--- src/core/dct_pkg.sv ---
/*
 * Constants shared by the dual channel down timer: register offsets, field positions,
 * reset values, channel states and the fixed pipeline depths of the counting logic.
 * Assumes a 32-bit AXI4-Lite register bus with a 12-bit byte address window.
 */
package dct_pkg;
	// Number of independent down-counting channels in one timer.
	localparam int NUM_CH = 2;

	// Register byte offsets. Offsets not listed here, other than the channel 1 registers, answer with SLVERR.
	localparam logic [11:0] OFF_CLK_ON  = 12'h050; // Power manager clock enable, write-only.
	localparam logic [11:0] OFF_CLK_OFF = 12'h054; // Power manager clock disable, write-only.
	localparam logic [11:0] OFF_PMSR    = 12'h058; // Timer clock status, read-only.
	localparam logic [11:0] OFF_CTRL    = 12'h060; // timer_control_reg, write-only.
	localparam logic [11:0] OFF_CLR     = 12'h06C; // flag_clear_reg, write-only.
	localparam logic [11:0] OFF_STAT    = 12'h070; // timer_status_reg, read-only.
	localparam logic [11:0] OFF_IEN     = 12'h074; // irq_unmask_reg, write-only set.
	localparam logic [11:0] OFF_IDIS    = 12'h078; // Interrupt mask clear, write-only.
	localparam logic [11:0] OFF_IMASK   = 12'h07C; // Interrupt mask readback.
	localparam logic [11:0] OFF_DIV0    = 12'h080; // channel_divider_reg of channel 0.
	localparam logic [11:0] OFF_CNT0    = 12'h084; // channel_count_reg of channel 0.
	localparam logic [11:0] OFF_CH_STEP = 12'h008; // Distance between channel register pairs.
	localparam logic [11:0] OFF_LIVE0   = 12'h200; // live_count_reg of channel 0.
	localparam logic [11:0] OFF_LIVE_STEP = 12'h004; // Distance between live count registers.

	// Power manager clock bit, same position in enable, disable and status.
	localparam int PM_CLK_BIT = 1;

	// timer_control_reg bits: restart, then one on and one off command per channel.
	localparam int CR_RESTART_BIT = 0;
	localparam int CR_ON_BIT0     = 1;
	localparam int CR_OFF_BIT0    = 2;
	localparam int CR_CH_STEP     = 2;

	// Status, clear and mask layout: three flags per channel; status also has on flags up high.
	localparam int SR_DONE_BIT0 = 0;
	localparam int SR_OFF_BIT0  = 1;
	localparam int SR_BEGAN_BIT0 = 2;
	localparam int SR_CH_STEP   = 3;
	localparam int SR_FLAGS     = 6;
	localparam int SR_ON_BIT0   = 24;

	// channel_divider_reg fields.
	localparam int PR_SECOND_LSB = 0;  // Second stage divide exponent, 4 bits.
	localparam int PR_FIRST_LSB  = 4;  // first_stage_divide exponent, 4 bits.
	localparam int PR_SRC_BIT    = 8;  // divider_source_sel, 0 selects the core clock.
	localparam int PR_RELOAD_BIT = 9;  // reload_on_zero.
	localparam int PR_WIDTH      = 10;

	// Reset values.
	localparam logic [PR_WIDTH-1:0] PR_RESET   = 10'h000;
	localparam logic [15:0]         CNT_RESET  = 16'h0000;
	localparam logic [SR_FLAGS-1:0] MASK_RESET = 6'h00;

	// Staging depth of on and off commands into the counting logic.
	localparam int SYNC_STAGES = 2;
	// Core clock cycles from the counter reaching zero to the done flag.
	localparam int DONE_DELAY  = 3;

	// AXI response codes.
	localparam logic [1:0] RESP_OKAY   = 2'h0;
	localparam logic [1:0] RESP_SLVERR = 2'h2;

	// Channel run state.
	typedef enum logic {
		DCT_CH_IDLE,
		DCT_CH_RUN
	} dct_ch_state_t;
endpackage

--- src/core/dct_timer.sv ---
/*
 * Dual channel down timer with an AXI4-Lite register slave and one interrupt line.
 * Each channel has a two stage divider fed by the core clock or by the slow auxiliary
 * clock, and a 16-bit down counter with optional reload.
 * Assumes slow_aux_clock is a free running pin slower than half of ref_clk; it is
 * synchronised here and only its rising edges are used.
 */
// Functional notes
// Two channels, two dividers, 16-bit counter.
// Per channel choice of core or slow clock.
// Nonzero load counts down, event at zero.
// Load to event equals count times period.
// Software waits for on or off status.
// Count register write ignored while channel runs.
// Disabled channel keeps count and resumes.
// Core clock passes first then second divider.
// Slow clock passes second divider only.
// Reload on zero restores programmed start value.
// Live count readable per channel.
// Events: disabled, loaded and started, done.
// Done flag three core cycles after zero.
// Gated clock freezes timer, resumes exactly.
// First divides by 2^(f+1), second 2^s.
// Source select zero picks the core clock.
// Software waits after restart before configuring.
// Loaded flag set when value enters counter.
// On flag set once the channel runs.
// Software reads status, clears via clear register.
// Unmask bit lets done event interrupt.
// On and off together leave channel off.
// Restart returns all timer registers to reset; power manager gate kept.
// Off flag means divider reset after delay.
// Interrupt when any unmasked flag is set.
// Commands staged safely into counting logic.
`timescale 1ns/1ps
module dct_timer (
	input  wire logic        ref_clk,
	input  wire logic        rst_n,
	input  wire logic        slow_aux_clock,
	input  wire logic [11:0] s_axi_awaddr,
	input  wire logic        s_axi_awvalid,
	output logic             s_axi_awready,
	input  wire logic [31:0] s_axi_wdata,
	input  wire logic [3:0]  s_axi_wstrb,
	input  wire logic        s_axi_wvalid,
	output logic             s_axi_wready,
	output logic [1:0]       s_axi_bresp,
	output logic             s_axi_bvalid,
	input  wire logic        s_axi_bready,
	input  wire logic [11:0] s_axi_araddr,
	input  wire logic        s_axi_arvalid,
	output logic             s_axi_arready,
	output logic [31:0]      s_axi_rdata,
	output logic [1:0]       s_axi_rresp,
	output logic             s_axi_rvalid,
	input  wire logic        s_axi_rready,
	output logic             irq
);
	localparam int N = dct_pkg::NUM_CH;

	// Bus handshake and interrupt registers; every bus output is one of these flip-flops.
	logic        aw_rdy_reg;   // Pulses for one cycle while address and data are taken.
	logic        bvalid_reg;   // Write response pending.
	logic [1:0]  bresp_reg;    // Write response code.
	logic        ar_rdy_reg;   // Pulses for one cycle while a read address is taken.
	logic        rvalid_reg;   // Read data pending.
	logic [1:0]  rresp_reg;    // Read response code.
	logic [31:0] rdata_reg;    // Read data.
	logic        irq_reg;      // Interrupt request.

	// Timer wide state.
	logic                        clk_on_reg;  // Power manager gate, survives soft restart.
	logic [dct_pkg::SR_FLAGS-1:0] mask_reg;   // Interrupt mask.
	logic [2:0]                  aux_sync_reg; // Slow clock synchroniser and edge history.

	// Per channel values published by the generate loop.
	logic [15:0]                  ch_live  [N];
	logic [15:0]                  ch_load  [N];
	logic [dct_pkg::PR_WIDTH-1:0] ch_div   [N];
	logic [N-1:0]                 ch_on;
	logic [dct_pkg::SR_FLAGS-1:0] flags;

	// A write is performed in the cycle in which address and data are taken together.
	wire        wr_go   = aw_rdy_reg;
	wire [11:0] wa      = s_axi_awaddr;
	wire [31:0] wd      = s_axi_wdata & {{8{s_axi_wstrb[3]}}, {8{s_axi_wstrb[2]}},
	                                     {8{s_axi_wstrb[1]}}, {8{s_axi_wstrb[0]}}};
	wire        wr_ctrl = wr_go && (wa == dct_pkg::OFF_CTRL);
	wire        wr_clr  = wr_go && (wa == dct_pkg::OFF_CLR);
	wire        wr_ien  = wr_go && (wa == dct_pkg::OFF_IEN);
	wire        wr_idis = wr_go && (wa == dct_pkg::OFF_IDIS);
	wire        wr_pon  = wr_go && (wa == dct_pkg::OFF_CLK_ON);
	wire        wr_poff = wr_go && (wa == dct_pkg::OFF_CLK_OFF);
	// Soft restart resets everything except the power manager gate.
	wire        soft_rst = wr_ctrl && wd[dct_pkg::CR_RESTART_BIT];
	wire        aux_rise = aux_sync_reg[1] && !aux_sync_reg[2];
	wire [dct_pkg::SR_FLAGS-1:0] clr_bits = wr_clr ? wd[dct_pkg::SR_FLAGS-1:0] : '0;

	// Read and write decode of the per channel registers, driven by the generate loop.
	wire [N-1:0] wr_div;
	wire [N-1:0] wr_cnt;
	wire [N-1:0] wa_div_hit;
	wire [N-1:0] wa_cnt_hit;
	wire [N-1:0] ra_div_hit;
	wire [N-1:0] ra_cnt_hit;
	wire [N-1:0] ra_live_hit;

	// Channel logic, one copy per channel.
	for (genvar z = 0; z < N; z++) begin : g_ch
		localparam logic [11:0] DIV_A  = 12'(dct_pkg::OFF_DIV0 + z * dct_pkg::OFF_CH_STEP);
		localparam logic [11:0] CNT_A  = 12'(dct_pkg::OFF_CNT0 + z * dct_pkg::OFF_CH_STEP);
		localparam logic [11:0] LIVE_A = 12'(dct_pkg::OFF_LIVE0 + z * dct_pkg::OFF_LIVE_STEP);
		localparam int ON_B  = dct_pkg::CR_ON_BIT0 + z * dct_pkg::CR_CH_STEP;
		localparam int OFF_B = dct_pkg::CR_OFF_BIT0 + z * dct_pkg::CR_CH_STEP;
		localparam int DONE_F  = dct_pkg::SR_DONE_BIT0 + z * dct_pkg::SR_CH_STEP;
		localparam int OFF_F   = dct_pkg::SR_OFF_BIT0 + z * dct_pkg::SR_CH_STEP;
		localparam int BEGAN_F = dct_pkg::SR_BEGAN_BIT0 + z * dct_pkg::SR_CH_STEP;

		dct_pkg::dct_ch_state_t    state_reg;    // Run state of the channel.
		logic [dct_pkg::PR_WIDTH-1:0] div_reg;   // Divider configuration.
		logic [15:0]               load_reg;     // Programmed start value.
		logic                      pend_reg;     // A new start value waits to be loaded.
		logic [15:0]               live_reg;     // Down counter.
		logic [15:0]               first_reg;    // First stage divider count.
		logic [14:0]               second_reg;   // Second stage divider count.
		logic [dct_pkg::SYNC_STAGES-1:0] on_pipe_reg;  // Staged on command.
		logic [dct_pkg::SYNC_STAGES-1:0] off_pipe_reg; // Staged off command.
		logic [dct_pkg::DONE_DELAY-1:0]  done_pipe_reg; // Zero hit on its way to the flag.
		logic                      done_reg;     // count_done_flag.
		logic                      off_reg;      // Channel off flag.
		logic                      began_reg;    // count_began_flag.
		logic                      on_reg;       // channel_on_flag.

		// Off wins when both commands arrive in one write.
		wire on_req  = wr_ctrl && wd[ON_B] && !wd[OFF_B];
		wire off_req = wr_ctrl && wd[OFF_B];
		wire on_take  = clk_on_reg && on_pipe_reg[dct_pkg::SYNC_STAGES-1];
		wire off_take = clk_on_reg && off_pipe_reg[dct_pkg::SYNC_STAGES-1];

		wire       src_slow = div_reg[dct_pkg::PR_SRC_BIT];
		wire       reload   = div_reg[dct_pkg::PR_RELOAD_BIT];
		wire [3:0] f_exp    = div_reg[dct_pkg::PR_FIRST_LSB +: 4];
		wire [3:0] s_exp    = div_reg[dct_pkg::PR_SECOND_LSB +: 4];
		// Low-bit masks: the first stage spans f+1 bits, the second s bits.
		wire [15:0] f_mask  = ~(16'hFFFE << f_exp);
		wire [14:0] s_mask  = ~(15'h7FFF << s_exp);
		// Counting needs the gate open, the channel running and a nonzero count.
		wire active   = clk_on_reg && (state_reg == dct_pkg::DCT_CH_RUN)
		                && (live_reg != 16'h0000);
		wire f_tick   = (first_reg & f_mask) == f_mask;
		wire s_in     = src_slow ? aux_rise : f_tick;
		wire ch_tick  = active && s_in && ((second_reg & s_mask) == s_mask);
		wire zero_hit = ch_tick && (live_reg == 16'h0001);

		assign wa_div_hit[z]  = (wa == DIV_A);
		assign wa_cnt_hit[z]  = (wa == CNT_A);
		assign ra_div_hit[z]  = (s_axi_araddr == DIV_A);
		assign ra_cnt_hit[z]  = (s_axi_araddr == CNT_A);
		assign ra_live_hit[z] = (s_axi_araddr == LIVE_A);
		assign wr_div[z] = wr_go && wa_div_hit[z];
		// The start value is frozen while the channel runs.
		assign wr_cnt[z] = wr_go && wa_cnt_hit[z]
		                   && (state_reg == dct_pkg::DCT_CH_IDLE);
		assign ch_live[z] = live_reg;
		assign ch_load[z] = load_reg;
		assign ch_div[z]  = div_reg;
		assign ch_on[z]   = on_reg;
		assign flags[DONE_F]  = done_reg;
		assign flags[OFF_F]   = off_reg;
		assign flags[BEGAN_F] = began_reg;

		// Command staging. While the gate is shut the stages hold and gather new requests,
		// so a command written during a gated period is carried out on resumption.
		always_ff @(posedge ref_clk or negedge rst_n) begin
			if (!rst_n) begin
				on_pipe_reg  <= '0;
				off_pipe_reg <= '0;
			end else if (soft_rst || off_req) begin
				on_pipe_reg  <= '0;                  // An off command cancels a staged on.
				off_pipe_reg <= soft_rst ? '0 : {off_pipe_reg[0 +: dct_pkg::SYNC_STAGES-1],
				                                 1'b1};
			end else if (clk_on_reg) begin
				on_pipe_reg  <= {on_pipe_reg[0 +: dct_pkg::SYNC_STAGES-1], on_req};
				off_pipe_reg <= {off_pipe_reg[0 +: dct_pkg::SYNC_STAGES-1], 1'b0};
			end else begin
				on_pipe_reg[0] <= on_pipe_reg[0] || on_req;
			end
		end

		// Run state, start value and down counter.
		always_ff @(posedge ref_clk or negedge rst_n) begin
			if (!rst_n) begin
				state_reg <= dct_pkg::DCT_CH_IDLE;
				div_reg   <= dct_pkg::PR_RESET;
				load_reg  <= dct_pkg::CNT_RESET;
				pend_reg  <= 1'b0;
				live_reg  <= dct_pkg::CNT_RESET;
			end else if (soft_rst) begin
				state_reg <= dct_pkg::DCT_CH_IDLE;
				div_reg   <= dct_pkg::PR_RESET;
				load_reg  <= dct_pkg::CNT_RESET;
				pend_reg  <= 1'b0;
				live_reg  <= dct_pkg::CNT_RESET;
			end else begin
				if (wr_div[z]) begin
					div_reg <= wd[dct_pkg::PR_WIDTH-1:0];
				end
				if (wr_cnt[z]) begin
					load_reg <= wd[15:0];
					pend_reg <= 1'b1;
				end
				case (state_reg)
					dct_pkg::DCT_CH_IDLE: begin
						if (on_take) begin
							state_reg <= dct_pkg::DCT_CH_RUN;
							// Without a fresh write the held count resumes.
							if (pend_reg) begin
								live_reg <= load_reg;
								pend_reg <= 1'b0;
							end
						end
					end
					dct_pkg::DCT_CH_RUN: begin
						if (off_take) begin
							state_reg <= dct_pkg::DCT_CH_IDLE; // Count is kept, see.
						end else if (zero_hit) begin
							live_reg <= reload ? load_reg : 16'h0000;
						end else if (ch_tick) begin
							live_reg <= live_reg - 16'h0001;
						end
					end
					default: state_reg <= dct_pkg::DCT_CH_IDLE;
				endcase
			end
		end

		// Divider chain. Both stages clear while the channel is off, which is what the off
		// flag reports; a gated clock only freezes them.
		always_ff @(posedge ref_clk or negedge rst_n) begin
			if (!rst_n) begin
				first_reg  <= '0;
				second_reg <= '0;
			end else if (soft_rst || state_reg == dct_pkg::DCT_CH_IDLE) begin
				first_reg  <= '0;
				second_reg <= '0;
			end else begin
				if (active && !src_slow) begin
					first_reg <= first_reg + 16'h0001;
				end
				if (active && s_in) begin
					second_reg <= second_reg + 15'h0001;
				end
			end
		end

		// Event flags; a setting event beats a clear in the same cycle.
		always_ff @(posedge ref_clk or negedge rst_n) begin
			if (!rst_n) begin
				done_pipe_reg <= '0;
				done_reg      <= 1'b0;
				off_reg       <= 1'b0;
				began_reg     <= 1'b0;
				on_reg        <= 1'b0;
			end else if (soft_rst) begin
				done_pipe_reg <= '0;
				done_reg      <= 1'b0;
				off_reg       <= 1'b0;
				began_reg     <= 1'b0;
				on_reg        <= 1'b0;
			end else begin
				if (clk_on_reg) begin
					done_pipe_reg <= {done_pipe_reg[0 +: dct_pkg::DONE_DELAY-1], zero_hit};
				end
				done_reg  <= (clk_on_reg && done_pipe_reg[dct_pkg::DONE_DELAY-1])
				             || (done_reg && !clr_bits[DONE_F]);
				off_reg   <= (off_take && state_reg == dct_pkg::DCT_CH_RUN)
				             || (off_reg && !clr_bits[OFF_F]);
				began_reg <= (on_take && state_reg == dct_pkg::DCT_CH_IDLE)
				             || (began_reg && !clr_bits[BEGAN_F]);
				if (on_take && state_reg == dct_pkg::DCT_CH_IDLE) begin
					on_reg <= 1'b1;
				end else if (off_take) begin
					on_reg <= 1'b0;
				end
			end
		end
	end

	// Slow clock synchroniser; only the second and third stages are looked at.
	always_ff @(posedge ref_clk or negedge rst_n) begin
		if (!rst_n) begin
			aux_sync_reg <= 3'h0;
		end else begin
			aux_sync_reg <= {aux_sync_reg[1:0], slow_aux_clock};
		end
	end

	// Power manager gate, mask and interrupt line.
	always_ff @(posedge ref_clk or negedge rst_n) begin
		if (!rst_n) begin
			clk_on_reg <= 1'b0;
			mask_reg   <= dct_pkg::MASK_RESET;
			irq_reg    <= 1'b0;
		end else begin
			if (wr_pon && wd[dct_pkg::PM_CLK_BIT]) begin
				clk_on_reg <= 1'b1;
			end else if (wr_poff && wd[dct_pkg::PM_CLK_BIT]) begin
				clk_on_reg <= 1'b0;
			end
			if (soft_rst) begin
				mask_reg <= dct_pkg::MASK_RESET;
			end else if (wr_ien) begin
				mask_reg <= mask_reg | wd[dct_pkg::SR_FLAGS-1:0];
			end else if (wr_idis) begin
				mask_reg <= mask_reg & ~wd[dct_pkg::SR_FLAGS-1:0];
			end
			irq_reg <= |(flags & mask_reg);
		end
	end

	// Read decode.
	wire [31:0] stat_word = ({{(32 - dct_pkg::SR_FLAGS){1'b0}}, flags})
	                        | (32'(ch_on) << dct_pkg::SR_ON_BIT0);
	wire [31:0] rd_word =
		(s_axi_araddr == dct_pkg::OFF_STAT)  ? stat_word :
		(s_axi_araddr == dct_pkg::OFF_IMASK) ? {{(32 - dct_pkg::SR_FLAGS){1'b0}}, mask_reg} :
		(s_axi_araddr == dct_pkg::OFF_PMSR)  ? (32'(clk_on_reg) << dct_pkg::PM_CLK_BIT) :
		ra_div_hit[0]  ? {{(32 - dct_pkg::PR_WIDTH){1'b0}}, ch_div[0]} :
		ra_div_hit[1]  ? {{(32 - dct_pkg::PR_WIDTH){1'b0}}, ch_div[1]} :
		ra_cnt_hit[0]  ? {16'h0000, ch_load[0]} :
		ra_cnt_hit[1]  ? {16'h0000, ch_load[1]} :
		ra_live_hit[0] ? {16'h0000, ch_live[0]} :
		ra_live_hit[1] ? {16'h0000, ch_live[1]} : 32'h00000000;
	// Write-only registers read as zero with OKAY.
	wire rd_mapped = (s_axi_araddr == dct_pkg::OFF_STAT) || (s_axi_araddr == dct_pkg::OFF_IMASK)
		|| (s_axi_araddr == dct_pkg::OFF_PMSR) || (s_axi_araddr == dct_pkg::OFF_CTRL)
		|| (s_axi_araddr == dct_pkg::OFF_CLR) || (s_axi_araddr == dct_pkg::OFF_IEN)
		|| (s_axi_araddr == dct_pkg::OFF_IDIS) || (s_axi_araddr == dct_pkg::OFF_CLK_ON)
		|| (s_axi_araddr == dct_pkg::OFF_CLK_OFF)
		|| (|ra_div_hit) || (|ra_cnt_hit) || (|ra_live_hit);
	wire wr_mapped = (wa == dct_pkg::OFF_STAT) || (wa == dct_pkg::OFF_IMASK)
		|| (wa == dct_pkg::OFF_PMSR) || (wa == dct_pkg::OFF_CTRL) || (wa == dct_pkg::OFF_CLR)
		|| (wa == dct_pkg::OFF_IEN) || (wa == dct_pkg::OFF_IDIS) || (wa == dct_pkg::OFF_CLK_ON)
		|| (wa == dct_pkg::OFF_CLK_OFF) || (|wa_div_hit) || (|wa_cnt_hit);

	// Write channel: address and data are taken together, one write in flight.
	always_ff @(posedge ref_clk or negedge rst_n) begin
		if (!rst_n) begin
			aw_rdy_reg <= 1'b0;
			bvalid_reg <= 1'b0;
			bresp_reg  <= dct_pkg::RESP_OKAY;
		end else begin
			aw_rdy_reg <= s_axi_awvalid && s_axi_wvalid && !aw_rdy_reg && !bvalid_reg;
			if (aw_rdy_reg) begin
				bvalid_reg <= 1'b1;
				bresp_reg  <= wr_mapped ? dct_pkg::RESP_OKAY : dct_pkg::RESP_SLVERR;
			end else if (s_axi_bready) begin
				bvalid_reg <= 1'b0;
			end
		end
	end

	// Read channel: data is registered in the cycle the address is taken.
	always_ff @(posedge ref_clk or negedge rst_n) begin
		if (!rst_n) begin
			ar_rdy_reg <= 1'b0;
			rvalid_reg <= 1'b0;
			rresp_reg  <= dct_pkg::RESP_OKAY;
			rdata_reg  <= 32'h00000000;
		end else begin
			ar_rdy_reg <= s_axi_arvalid && !ar_rdy_reg && !rvalid_reg;
			if (ar_rdy_reg) begin
				rvalid_reg <= 1'b1;
				rdata_reg  <= rd_word;
				rresp_reg  <= rd_mapped ? dct_pkg::RESP_OKAY : dct_pkg::RESP_SLVERR;
			end else if (s_axi_rready) begin
				rvalid_reg <= 1'b0;
			end
		end
	end

	assign s_axi_awready = aw_rdy_reg;
	assign s_axi_wready  = aw_rdy_reg;
	assign s_axi_bvalid  = bvalid_reg;
	assign s_axi_bresp   = bresp_reg;
	assign s_axi_arready = ar_rdy_reg;
	assign s_axi_rvalid  = rvalid_reg;
	assign s_axi_rresp   = rresp_reg;
	assign s_axi_rdata   = rdata_reg;
	assign irq           = irq_reg;
endmodule

--- config.mk ---
export PLATFORM = sky130hd
export DESIGN_NAME = dct_timer
export DESIGN_NICKNAME = d
export VERILOG_FILES = /design/src/core/dct_pkg.sv /design/src/core/dct_timer.sv
export SDC_FILE = /design/constraint.sdc
export NUM_CORES = 1
export LEC_CHECK = 0
export ABC_AREA = 1
export BUFFER_PORTS_ARGS = -buffer_cell sky130_fd_sc_hd__buf_4
export CAP_MARGIN = 0
export CORE_MARGIN = 5
export CORE_UTILIZATION = 48
export CTS_BUF_LIST = sky130_fd_sc_hd__clkbuf_4 sky130_fd_sc_hd__clkbuf_8
export CTS_CLUSTER_SIZE = 30
export DETAILED_ROUTE_END_ITERATION = 10
export GPL_ROUTABILITY_DRIVEN = 0
export MAX_ROUTING_LAYER = met4
export PLACE_DENSITY = 0.66
export SLEW_MARGIN = 0
export SYNTH_ARGS = -nofsm -noshare
export SYNTH_HDL_FRONTEND = slang
export SYNTH_SLANG_ARGS = --single-unit
--- constraint.sdc ---
create_clock -name ref_clk -period 2.6 [get_ports ref_clk]
set_input_delay 0.26 -clock ref_clk [delete_from_list [all_inputs] [get_ports ref_clk]]
set_output_delay 0.26 -clock ref_clk [all_outputs]
set_load 0.05 [all_outputs]
Word-level counts from Yosys, hierarchy flattened
Index checks and enable logic that the tools add are counted.
Widths: inputs -> output; s select.
- reductions and logical operators: 130
- equal/unequal tests: 42
- bitwise gates (word level): 16
- muxes and demuxes: 101
- shifts and indexed selects: 4
- add/sub/neg operators: 6
- operators by type and width (kind ; count):
    $mux 16 ; 30
    $eq 12x7->1 const B ; 18
    $eq 12x8->1 const B ; 8
    $pmux 16 s2 ; 2
    $mux 15 ; 4
    $logic_and 1x1->1 ; 55
    $and 16x16->16 ; 3
    $mux 1 ; 40
    $mux 10 ; 4
    $logic_or 1x1->1 ; 33
    $add 16x1->16 const B ; 2
    $eq 16x1->1 const B ; 2
    $eq 16x16->1 ; 2
    $not 16->16 ; 2
    $reduce_bool 16->1 ; 2
    $shl 16x4->16 const A ; 2
    $sub 16x1->16 const B ; 2
    $add 15x1->15 const B ; 2
    $and 15x15->15 ; 2
    $eq 15x15->1 ; 2
    $not 15->15 ; 2
    $shl 15x4->15 const A ; 2
    $reduce_bool 2->1 ; 14
    $mux 26 ; 1
    other kinds (17) ; 63
- logic and storage cells: 340
- register bits after elaboration: 223

Longest topological paths before layout
Gate-level depths: netlist (run 1).
- depth in word-level cells: 13
- mapped depth: 18
- mapped depth without buffers: 17

Least setup slack after synthesis (run 1)
No wires, ideal clock.
- path type: reg2reg
- from: register aw_rdy_reg, in the netlist s_axi_awready
- to: register g_ch[0].live_reg[10]
- arrival: 1.978 ns
- stages on the path, launching flop included: 14
- path buffers: 3
- clock period less this slack: 2.043 ns
- slack: 0.557 ns
- setup time: 0.065 ns
- path through: dfrtp_1 buf_2 inv_2 nor2_4 nand2_4 nand2_4 inv_2 buf_6 nand2_4 nand3_4 buf_6 nor2_2 nand2_1 nand2_1
- word-level cells in the longest chain between the ends: 4
- ends and longest elaborated chain (what ; line ; text):
    start: declaration ; dct_timer.sv:62 ; logic aw_rdy_reg;
    start signal: assignment ; dct_timer.sv:353 ; aw_rdy_reg <= s_axi_awvalid && s_axi_wvalid && !aw_rdy_reg && !bvalid_reg;
    $logic_and 1x1->1 (*) ; dct_timer.sv:88 ; wire wr_ctrl = wr_go && (wa == dct_pkg::OFF_CTRL);
    $logic_and 1x1->1 (*) ; dct_timer.sv:95 ; wire soft_rst = wr_ctrl && wd[dct_pkg::CR_RESTART_BIT];
    $ne 4x2->1 (no source line) or $ne 3x3->1 (tied branches) ; - ;
    $reduce_and 4->1 (no source line) ; - ;
    end signal: assignment ; dct_timer.sv:197 ; live_reg <= dct_pkg::CNT_RESET;
    end signal: assignment ; dct_timer.sv:203 ; live_reg <= dct_pkg::CNT_RESET;
    end signal: assignment ; dct_timer.sv:218 ; live_reg <= load_reg;
    end: declaration ; dct_timer.sv:123 ; logic [15:0] live_reg;
Mark *: on every way between the ends. The rest lies on a longest branch, timed or not.
A chain may end at the register's enable or synchronous reset.

Worst setup path after layout (run 1)
- from: register g_ch[0].div_reg[7] (netlist name)
- to: register g_ch[0].second_reg[8]
- word-level cells in the longest chain between the ends: 7
- ends and longest elaborated chain (what ; line ; text):
    start: declaration ; dct_timer.sv:120 ; logic [dct_pkg::PR_WIDTH-1:0] div_reg;
    start signal: assignment ; dct_timer.sv:194 ; div_reg <= dct_pkg::PR_RESET;
    start signal: assignment ; dct_timer.sv:200 ; div_reg <= dct_pkg::PR_RESET;
    start signal: assignment ; dct_timer.sv:206 ; div_reg <= wd[dct_pkg::PR_WIDTH-1:0];
    $shl 16x4->16 (*) ; dct_timer.sv:145 ; wire [15:0] f_mask = ~(16'hFFFE << f_exp);
    $not 16->16 (*) ; dct_timer.sv:145 ;
    $and 16x16->16 ; dct_timer.sv:150 ; wire f_tick = (first_reg & f_mask) == f_mask;
    $eq 16x16->1 (*) ; dct_timer.sv:150 ;
    $mux 1 (*) ; dct_timer.sv:151 ; wire s_in = src_slow ? aux_rise : f_tick;
    $logic_and 1x1->1 (*) ; dct_timer.sv:250 ; if (active && s_in) begin
    $reduce_bool 2->1 (no source line) (*) ; - ;
    end signal: assignment ; dct_timer.sv:251 ; second_reg <= second_reg + 15'h0001;
    end: declaration ; dct_timer.sv:125 ; logic [14:0] second_reg;
Marked as above.

==> metrics.csv, run 1 <==
metric,value,unit
outcome,finished clean,
die_y,176,um
arrival,2.82,ns
ff_latch_area,5180,um2
final_cell_mix,"541 x nand2_1, 225 x inv_1, 207 x dfrtp_1",
synthAdderAreaFrac,0.00852,
max_cap_viol_count,0,
min_period,2.36,ns
cp-start-kind,flop,
clk-insertion-delay-late,0.54,ns
slew_violations,0,
grt_use_total,0.259,
dieArea,30900,um2
synth_edf_count,0,
p_leak,0.00745,uW
fin_worst_skew,0.0217,ns
peakVddDrop,0.000378,V
num_vias,12900,
critPathMaxFanout,11,
placementRows,60,
numCtsBuffers,39,
place_hpwl,29.0,mm
cp-startpoint,g_ch[0].div_reg[7],
worstHoldPathType,input pin to flop,
grt_pass1_wl,63.3,mm
synth-seq-cells,207,
relSlewSlack,0.417,
yosysWarnings,0,
cts_tree,yes,
worst_pin_slew,0.873,ns
synth_cells,1915,
yosysUniqueCellTypes,47,
clk_path_buf_depth,3,
start_util,0.489,
fin_tns_setup,0,ns
whs_path_depth,3,
grt_overflow,0,
synthMuxAreaShare,0,
synth-simple-area-share,0.353,
yosys.area_share.xor_xnor,0.0252,
synth_area_per_cell,6.90,um2
io_pins,110,
final-setup-viol-count,0,
cts_root_buffer,clkbuf_8,
drive_gt1_frac,0.123,
layoutNonFillerInstCount,2372,
max_freq,0.424,GHz
ys_seq_area_frac,0.392,
drt_iter0_drc,1354,
ff2ff_path_depth,13,
fin_crit_sh,0.907,
antenna_found_initial,0,
clkTransAtPathRegs,0.06,ns
synth_top_area_share,0.392,
synth_top_family_by_area,simple AND/OR/NAND/NOR gates,
async_flop_share,1.00,
wl_per_cell,16.5,um
area_growth,13.6,%
end_kind,flop,
worstPathRequired,3.07,ns
grt_pass1_vias,12200,
synth-main-ff-cell,dfrtp_1,
rsz0062_at_grt,false,
reg2reg_slack,0.24,ns
fillers,2595,
dp.cells,2300,
portBuffers,75,
htreeDepth,2,
mostFrequentLayoutCell,nand2_1,
vias_per_cell,5.46,
synth_compound_gate_area_share,0.118,
layout.nets,2085,
drt_wl_total,39.2,mm
ant_nets,0,
route.detailed.drc,0,
core,27000,um2
powerDensity,481,nW/um2
multi_input_area,6730,um2
die_x,176,um
netlist_area,13200,um2
firstDrtPassIters,6,
diodes,0,
synthTopCellsByArea,"dfrtp_1 39%, nand2_1 15%, inv_1 6.4%",
hold_viol_final,0,
reg2reg_to,g_ch[0].second_reg[8],
clock-sinks,207,
worst-setup-path-type,flop to flop,
grt_max_degree,55,
endpoint,g_ch[0].second_reg[8],
synth_largest_area_cell,dfrtp_1,
ctsResizeCount,0,
r2r-start,g_ch[0].div_reg[7],
-- how the worst min path moves through the flow --
stage	start	endpoint
2_1_floorplan	rst_n	aux_sync_reg[0]
3_3_place_gp	rst_n	g_ch[0].first_reg[2]
3_5_place_dp	rst_n	g_ch[0].first_reg[2]
4_1_cts	s_axi_wdata[11]	g_ch[1].load_reg[11]
5_1_grt	s_axi_wdata[13]	g_ch[0].load_reg[13]
6_report	s_axi_wdata[13]	g_ch[0].load_reg[13]
-- Yosys cell counts, types with 4 or more instances --
library cell and count:
a211oi_1 9, a21oi_1 57, a31oi_1 8, buf_1 4
buf_2 23, buf_4 18, clkbuf_1 39, dfrtp_1 207
ha_1 9, inv_1 225, inv_2 16, nand2_1 541
nand2_2 8, nand2_4 5, nand3_1 152, nand3_2 4
nand3b_1 8, nand4_1 66, nor2_1 178, nor2_2 15
nor2_4 4, nor3_1 44, nor3b_1 4, nor4_1 9
o211ai_1 19, o21a_1 9, o21ai_0 135, o21ai_1 10
o22ai_1 8, o31ai_1 5, o41ai_1 4, or2_2 12
xnor2_1 6, xor2_1 32
-- routing by layer --
metal,GRT usage,wire [um],up-vias
met5,-,0,-
met4,0.0689,989,0
met3,0.0355,2760,77
met2,0.394,17400,506
met1,0.368,18100,5970
li1,-,-,6387
-- where the power goes --
part / internal [uW] / switching (uW)
Combinational: 201 / 500
Clock: 1820 / 1380
Sequential: 3270 / 35.9
Total: 5300 / 1920
-- critical path, cell delays in order (launching register included) --
cell and delay (ns):
dfrtp_1 0.50, inv_1 0.26, nand2_1 0.10, nand2_1 0.06, nand2_1 0.05, nor2_1 0.10
nand3_1 0.12, o21ai_2 0.29, nand2_2 0.23, nand2_4 0.17, nand2_1 0.10, o21ai_1 0.14
nand2_1 0.06, nor2_1 0.09
-- through the flow --
| step | setup slack, ns | utilization | total power, uW | hold slack, ns | instance area [um2] |
|---|---|---|---|---|---|
| 3_3_place_gp | 0.276 | 0.524 | 4050 | 0.261 | 14100 |
| 3_5_place_dp | 0.241 | 0.524 | 4060 | 0.264 | 14100 |
| 2_1_floorplan | 0.557 | - | 3760 | -0.0356 | 13300 |
| 5_1_grt | 0.00311 | 0.555 | 7510 | 0.0337 | 15000 |
| 4_1_cts | 0.197 | 0.555 | 7300 | 0.0201 | 15000 |
| 6_report | 0.243 | 0.555 | 7210 | 0.0411 | 15000 |
-- kinds of logic (layout without fill, tap and decap cells) --
family | Yosys count | count (layout)
and+or+nand+nor | 1055 | 1055
xor gates and xnor gates | 38 | 38
other | 1 | 16
DFF | 207 | 207
buffers and inverters | 330 | 431
adders and majority gates | 9 | 9
AOI/OAI and AO/OA | 275 | 275
-- cell type report --
cell class,count,area share
Inverter,243,0.0608
Multi-Input combinational cell,1393,0.449
Sequential cell,207,0.345
Timing Repair Buffer,124,0.0653
Tap cell,341,0.0284
Clock inverter,8,0.00484
Clock buffer,56,0.0468
-- repair_timing --
action	in CTS	in global routing
endpoints found under the hold margin	53	0
hold buffers	7	0
setup endpoints to repair	0	5
buffers inserted	0	1
Note: power is estimated with default switching activity, not from simulation.
==> run 2: changes to the inputs <==
--- a/config.mk
+++ b/config.mk
@@ -14,6 +14,7 @@
 export CTS_CLUSTER_SIZE = 30
 export DETAILED_ROUTE_END_ITERATION = 10
 export GPL_ROUTABILITY_DRIVEN = 0
+export HOLD_SLACK_MARGIN = 0.03
 export MAX_ROUTING_LAYER = met4
 export PLACE_DENSITY = 0.66
 export SLEW_MARGIN = 0
==> constraint.sdc (replaced) <==
create_clock -name ref_clk -period 2.6 [get_ports ref_clk]
set_input_delay 0.26 -clock ref_clk [delete_from_list [all_inputs] [get_ports ref_clk]]
set_output_delay 0.26 -clock ref_clk [all_outputs]
set_load 0.02 [all_outputs]
==> run 2 against run 1 <==
Cell count about the same; die area is the same; routed wire length is 0.17% higher; sequential power hardly changed; critical path depth stayed put; combinational power is 20% lower; sequential cell count did not move; first-iteration DRC count is 8.9% lower; maximum frequency is 0.20% lower.
==> metrics.csv, run 2 (synthesis gave the netlist of run 1 again) <==
metric,value,unit,change
cp_top_family,simple AND/OR/NAND/NOR gates,,unchanged
worstPathCellList,inv_1 -> nand2_1 -> nand2_1 -> nand2_1 -> nor2_1 -> nand3_1 -> o21ai_2 -> nand3_1 -> nand2_4 -> nand3_4 -> nor2_2 -> nand2_1 -> nand2_1,,was inv_1 -> nand2_1 -> nand2_1 -> nand2_1 -> nor2_1 -> nand3_1 -> o21ai_2 -> nand2_2 -> nand2_4 -> nand2_1 -> o21ai_1 -> nand2_1 -> nor2_1
cts_root_buffer,clkbuf_8,,unchanged
clk-insertion-delay-late,0.54,ns,about the same
numCtsBuffers,39,,unchanged
hold_viol_final,0,,unchanged
max_freq,0.423,GHz,was 0.424 GHz
portBuffers,75,,unchanged
grt_use_total,0.260,,was 0.259
max_cap_viol_count,0,,unchanged
clkTransAtPathRegs,0.05,ns,was 0.06 ns
drive_gt1_frac,0.123,,about the same
clock-sinks,207,,unchanged
fin_util,0.556,,was 0.555
drt_iter0_drc,1234,,was 1354
fin_crit_sh,0.908,,was 0.907
hp-start,s_axi_wdata[15],,was s_axi_wdata[13]
critPathMaxFanout,16,,was 11
finalPower,7070,uW,was 7210 uW
cp-startpoint,g_ch[0].div_reg[7],,unchanged
cts_tree,yes,,unchanged
worst_pin_slew,0.888,ns,was 0.873 ns
firstDrtPassIters,6,,unchanged
final-setup-viol-count,0,,unchanged
relSlewSlack,0.408,,was 0.417
outcome,finished clean,,unchanged
final_cell_mix,"541 x nand2_1, 225 x inv_1, 207 x dfrtp_1",,unchanged
layout.nets,2087,,was 2085
clk_path_buf_depth,3,,unchanged
vias_per_cell,5.49,,was 5.46
fin_tns_setup,0,ns,unchanged
rsz0062_at_grt,false,,unchanged
antenna_found_initial,0,,unchanged
dieArea,30900,um2,unchanged
start_util,0.489,,unchanged
drt_wl_total,39.3,mm,was 39.2 mm
placementRows,60,,unchanged
critPathSlowestCell,dfrtp_1,,unchanged
whs_path_depth,3,,unchanged
num_vias,13000,,was 12900
arrival,2.83,ns,was 2.82 ns
grt_pass1_vias,12200,,about the same
ant_nets,0,,unchanged
io_pins,110,,unchanged
slew_violations,0,,unchanged
reg2reg_to,g_ch[0].live_reg[10],,was g_ch[0].second_reg[8]
die_x,176,um,unchanged
htreeDepth,2,,unchanged
reg2reg_slack,0.24,ns,about the same
worstPathRequired,3.07,ns,about the same
p_leak,0.00745,uW,about the same
diodes,0,,unchanged
area_growth,13.7,%,was 13.6%
powerDensity,470,nW/um2,was 481 nW/um2
route.detailed.drc,0,,unchanged
core,27000,um2,unchanged
die_y,176,um,unchanged
ff2ff_path_depth,13,,unchanged
grt_max_degree,55,,unchanged
path_buf_inv,1,,unchanged
wl_per_cell,16.5,um,about the same
grt_overflow,0,,unchanged
fillers,2594,,was 2595
crit_top_cell,nand2_1,,unchanged
place_hpwl,29.0,mm,unchanged
grt_pass1_wl,63.4,mm,was 63.3 mm
holdPathEnd,g_ch[1].load_reg[15],,was g_ch[0].load_reg[13]
fin_worst_skew,0.0202,ns,was 0.0217 ns
worst-setup-path-type,flop to flop,,unchanged
peakVddDrop,0.000348,V,was 0.000378 V
min_period,2.36,ns,about the same
end_kind,flop,,unchanged
mostFrequentLayoutCell,nand2_1,,unchanged
cp-start-kind,flop,,unchanged
crit_path_max_incr_delay,0.50,ns,about the same
worstHoldPathType,input pin to flop,,unchanged
r2r-start,g_ch[0].div_reg[7],,unchanged
## run 2: layer usage
layer / vias to the layer above / wire, um / global-route usage
met5: - / 0 / -
met2: 505 / 17500 / 0.395
met3: 74 / 2950 / 0.0355
met4: 0 / 923 / 0.0689
met1: 6052 / 17900 / 0.368
li1: 6392 / - / -
## run 2: what timing repair did
action | 4_1_cts | 5_1_grt
gates resized for setup | 0 | 0
setup buffers | 0 | 1
hold endpoints to repair | 56 | 0
endpoints found under the setup margin | 0 | 5
hold buffers | 9 | 0
## run 2: cell type report
cell class,instances,area (um2),area share
timing repair buffer,126,1000,0.0666
clock inverter,8,72.6,0.00483
clock buffer,56,702,0.0467
inverter,243,912,0.0607
tap,341,427,0.0284
sequential,207,5180,0.345
multi-input combinational,1393,6730,0.448
## run 2: worst max path at each step
stage	endpoint	slack, ns	cells past startpoint
6_report	g_ch[0].live_reg[10]	0.24	13
5_1_grt	g_ch[1].second_reg[13]	0.003	12
4_1_cts	g_ch[1].live_reg[3]	0.20	11
3_5_place_dp	g_ch[1].live_reg[3]	0.24	11
3_3_place_gp	g_ch[1].live_reg[0]	0.28	12
2_1_floorplan	g_ch[1].first_reg[15]	0.73	11
## run 2: report_power, final
part           internal (uW)  switching (uW)
Sequential              3270            36.0
Combinational            201             358
Clock                   1820            1370
Total                   5300            1770
## run 2: metrics by stage
stage                     worst slack (ns)  std cells  cell area, um2  hold WS (ns)
final                                0.238       2374           15000        0.0539
after global placement               0.276       2300           14100         0.261
after floorplan                      0.728       1930           13300       -0.0356
after CTS                            0.197       2373           15000        0.0306
after detailed placement             0.241       2300           14100         0.264
after global routing               0.00311       2374           15000        0.0446
## run 2: tightest hold or removal path, stage by stage
cell and delay [ns]:
buf_4 0.11, nand2_1 0.08, o21ai_0 0.08
==> run 3: changes to the inputs <==
--- a/config.mk
+++ b/config.mk
@@ -16,7 +16,7 @@
 export GPL_ROUTABILITY_DRIVEN = 0
 export HOLD_SLACK_MARGIN = 0.03
 export MAX_ROUTING_LAYER = met4
-export PLACE_DENSITY = 0.66
+export PLACE_DENSITY = 0.69
 export SLEW_MARGIN = 0
 export SYNTH_ARGS = -nofsm -noshare
 export SYNTH_HDL_FRONTEND = slang
==> constraint.sdc (replaced) <==
create_clock -name ref_clk -period 2.1 [get_ports ref_clk]
set_input_delay 0.21 -clock ref_clk [delete_from_list [all_inputs] [get_ports ref_clk]]
set_output_delay 0.21 -clock ref_clk [all_outputs]
set_load 0.02 [all_outputs]
==> run 3 against run 2 <==
The flow now finishes with violations (negative setup slack); non-clock buffer count grew 115; sequential cell count is the same; setup slack lost 0.27 ns; via count grew 4.8%; die area is the same; routed wire length grew 4.4%.
==> metrics.csv, run 3 (synthesis gave the netlist of run 1 again) <==
metric,value,unit,change
critPathSlowestCell,dfrtp_2,,was dfrtp_1
clockPowerShare,0.463,,was 0.452
diodes,0,,unchanged
cp-start-kind,flop,,unchanged
drive_gt1_frac,0.207,,was 0.123
p_switching,2220,uW,was 1770 uW
min_period,2.13,ns,was 2.36 ns
crit_path_max_incr_delay,0.46,ns,was 0.50 ns
rsz0062_at_grt,true,,was false
grt_overflow,0,,unchanged
whs,0.0658,ns,was 0.0539 ns
clock-sinks,207,,unchanged
r2r-start,g_ch[1].div_reg[6],,was g_ch[0].div_reg[7]
route.detailed.drc,0,,unchanged
reg2reg_to,g_ch[1].live_reg[9],,was g_ch[0].live_reg[10]
max_freq,0.470,GHz,was 0.423 GHz
final-setup-viol-count,5,,was 0
ant_nets,0,,unchanged
peakVddDrop,0.000369,V,was 0.000348 V
mostFrequentLayoutCell,nand2_1,,unchanged
crit_top_cell,nand2_1,,unchanged
numCtsBuffers,39,,unchanged
clkTransAtPathRegs,0.06,ns,was 0.05 ns
placementRows,60,,unchanged
endpoint,g_ch[1].live_reg[9],,was g_ch[0].live_reg[10]
clk-insertion-delay-late,0.54,ns,about the same
worst_slack,-0.0282,ns,was 0.238 ns
powerDensity,543,nW/um2,was 470 nW/um2
place_ws,-0.0645,ns,was 0.241 ns
slew_violations,0,,unchanged
cts_root_buffer,clkbuf_8,,unchanged
cp_top_family,simple AND/OR/NAND/NOR gates,,unchanged
wl_per_cell,16.5,um,about the same
drt_iter0_drc,1318,,was 1234
start_util,0.489,,unchanged
combPwrFrac,0.079,,about the same
portBuffers,75,,unchanged
firstDrtPassIters,6,,unchanged
antenna_found_initial,0,,unchanged
core,27000,um2,unchanged
dpl_cell_area,14900,um2,was 14100 um2
layout.nets,2203,,was 2087
outcome,finished with violations,,was finished clean
hold_viol_final,0,,unchanged
reg2reg_slack,-0.03,ns,was 0.24 ns
place_hpwl,29.9,mm,was 29.0 mm
fin_crit_sh,1.01,,was 0.908
intPower,6760,uW,was 5300 uW
violations,negative setup slack,,
worstPathRequired,2.55,ns,was 3.07 ns
final_cell_mix,"523 x nand2_1, 220 x inv_1, 207 x buf_4",,"was 541 x nand2_1, 225 x inv_1, 207 x dfrtp_1"
whs_path_depth,3,,unchanged
relSlewSlack,0.554,,was 0.408
worst_pin_slew,0.669,ns,was 0.888 ns
worstHoldPathType,input pin to flop,,unchanged
worst-setup-path-type,flop to flop,,unchanged
max_cap_viol_count,0,,unchanged
vias_per_cell,5.48,,was 5.49
dieArea,30900,um2,unchanged
htreeDepth,2,,unchanged
die_y,176,um,unchanged
io_pins,110,,unchanged
p_leak,0.00816,uW,was 0.00745 uW
end_kind,flop,,unchanged
cts_tree,yes,,unchanged
die_x,176,um,unchanged
grt_use_total,0.264,,was 0.260
ff2ff_path_depth,14,,was 13
p_seq_frac,0.457,,was 0.469
arrival,2.58,ns,was 2.83 ns
area_growth,25.1,%,was 13.7%
grt_pass1_vias,12800,,was 12200
path_buf_inv,2,,was 1
grt_pass1_wl,64.7,mm,was 63.4 mm
critPathMaxFanout,8,,was 16
worstPathCellList,inv_2 -> nand2_2 -> o21ai_1 -> nand2_1 -> nor2_1 -> nand2_1 -> o21ai_2 -> buf_6 -> nand3_4 -> nand2_4 -> nand3_4 -> nor2_2 -> nand2_1 -> nand2_1,,was inv_1 -> nand2_1 -> nand2_1 -> nand2_1 -> nor2_1 -> nand3_1 -> o21ai_2 -> nand3_1 -> nand2_4 -> nand3_4 -> nor2_2 -> nand2_1 -> nand2_1
drt_wl_total,41.0,mm,was 39.3 mm
num_vias,13700,,was 13000
cp-startpoint,g_ch[1].div_reg[6],,was g_ch[0].div_reg[7]
p_sw_frac,0.248,,was 0.250
stdcell_area,16500,um2,was 15000 um2
clk_path_buf_depth,3,,unchanged
fin_worst_skew,0.0243,ns,was 0.0202 ns
cp.depth,14,,was 13
grt_max_degree,46,,was 55
[run 3: worst register-to-register path, delay by kind of cell (launching register included)]
family	cells	cell delay, ns
and+or+nand+nor	10	1.00
buffers and inverters	2	0.27
AOI/OAI and AO/OA	2	0.33
DFF	1	0.46
[run 3: final cells by class]
| type | count | area [um2] |
|---|---|---|
| clock inverters | 8 | 92.6 |
| clock buffers | 57 | 722 |
| inverters | 243 | 915 |
| repair buffers | 241 | 2030 |
| fillers | 2462 | 10500 |
| multi-input cells | 1394 | 7150 |
| well taps | 341 | 427 |
| flip-flops and latches | 207 | 5190 |
[run 3: worst min path at each step]
stage	from	endpoint	slack, ns
6_report	s_axi_wdata[4]	g_ch[1].on_pipe_reg[0]	0.07
5_1_grt	s_axi_wdata[4]	g_ch[1].on_pipe_reg[0]	0.07
4_1_cts	s_axi_wdata[4]	g_ch[1].on_pipe_reg[0]	0.05
3_5_place_dp	rst_n	g_ch[0].first_reg[8]	0.18
3_3_place_gp	rst_n	g_ch[0].first_reg[2]	0.18
2_1_floorplan	rst_n	aux_sync_reg[0]	-0.09
[run 3: layer usage]
metal	routed length, um	GRT usage	up-vias
met4	1350	0.0958	0
met2	18400	0.394	580
met5	0	-	-
met1	17800	0.363	6325
li1	-	-	6648
met3	3380	0.0443	100
[run 3: metrics by stage]
step / util / power (uW) / setup TNS, ns / cells
6_report: 0.612 / 8980 / -0.0557 / 2491
5_1_grt: 0.612 / 9320 / -5.10 / 2491
4_1_cts: 0.588 / 9040 / -0.0212 / 2471
3_5_place_dp: 0.552 / 4870 / -0.466 / 2392
3_3_place_gp: 0.552 / 4860 / -0.123 / 2392
2_1_floorplan: - / 4480 / 0 / 1930
[run 3: timing repair]
action,4_1_cts,5_1_grt
gates cloned,0,3
hold buffers,13,0
buffers inserted,1,17
pin swaps,0,56
endpoints found under the setup margin,19,63
resized for setup,2,126
endpoints found under the hold margin,203,0
[run 3: power groups by stage]
stage	Clock, uW	Sequential [uW]	Combinational (uW)
4_1_cts	4220	4110	715
2_1_floorplan	0	4230	252
6_report	4160	4110	713
3_5_place_dp	0	4180	694
5_1_grt	4430	4110	777
3_3_place_gp	0	4180	683
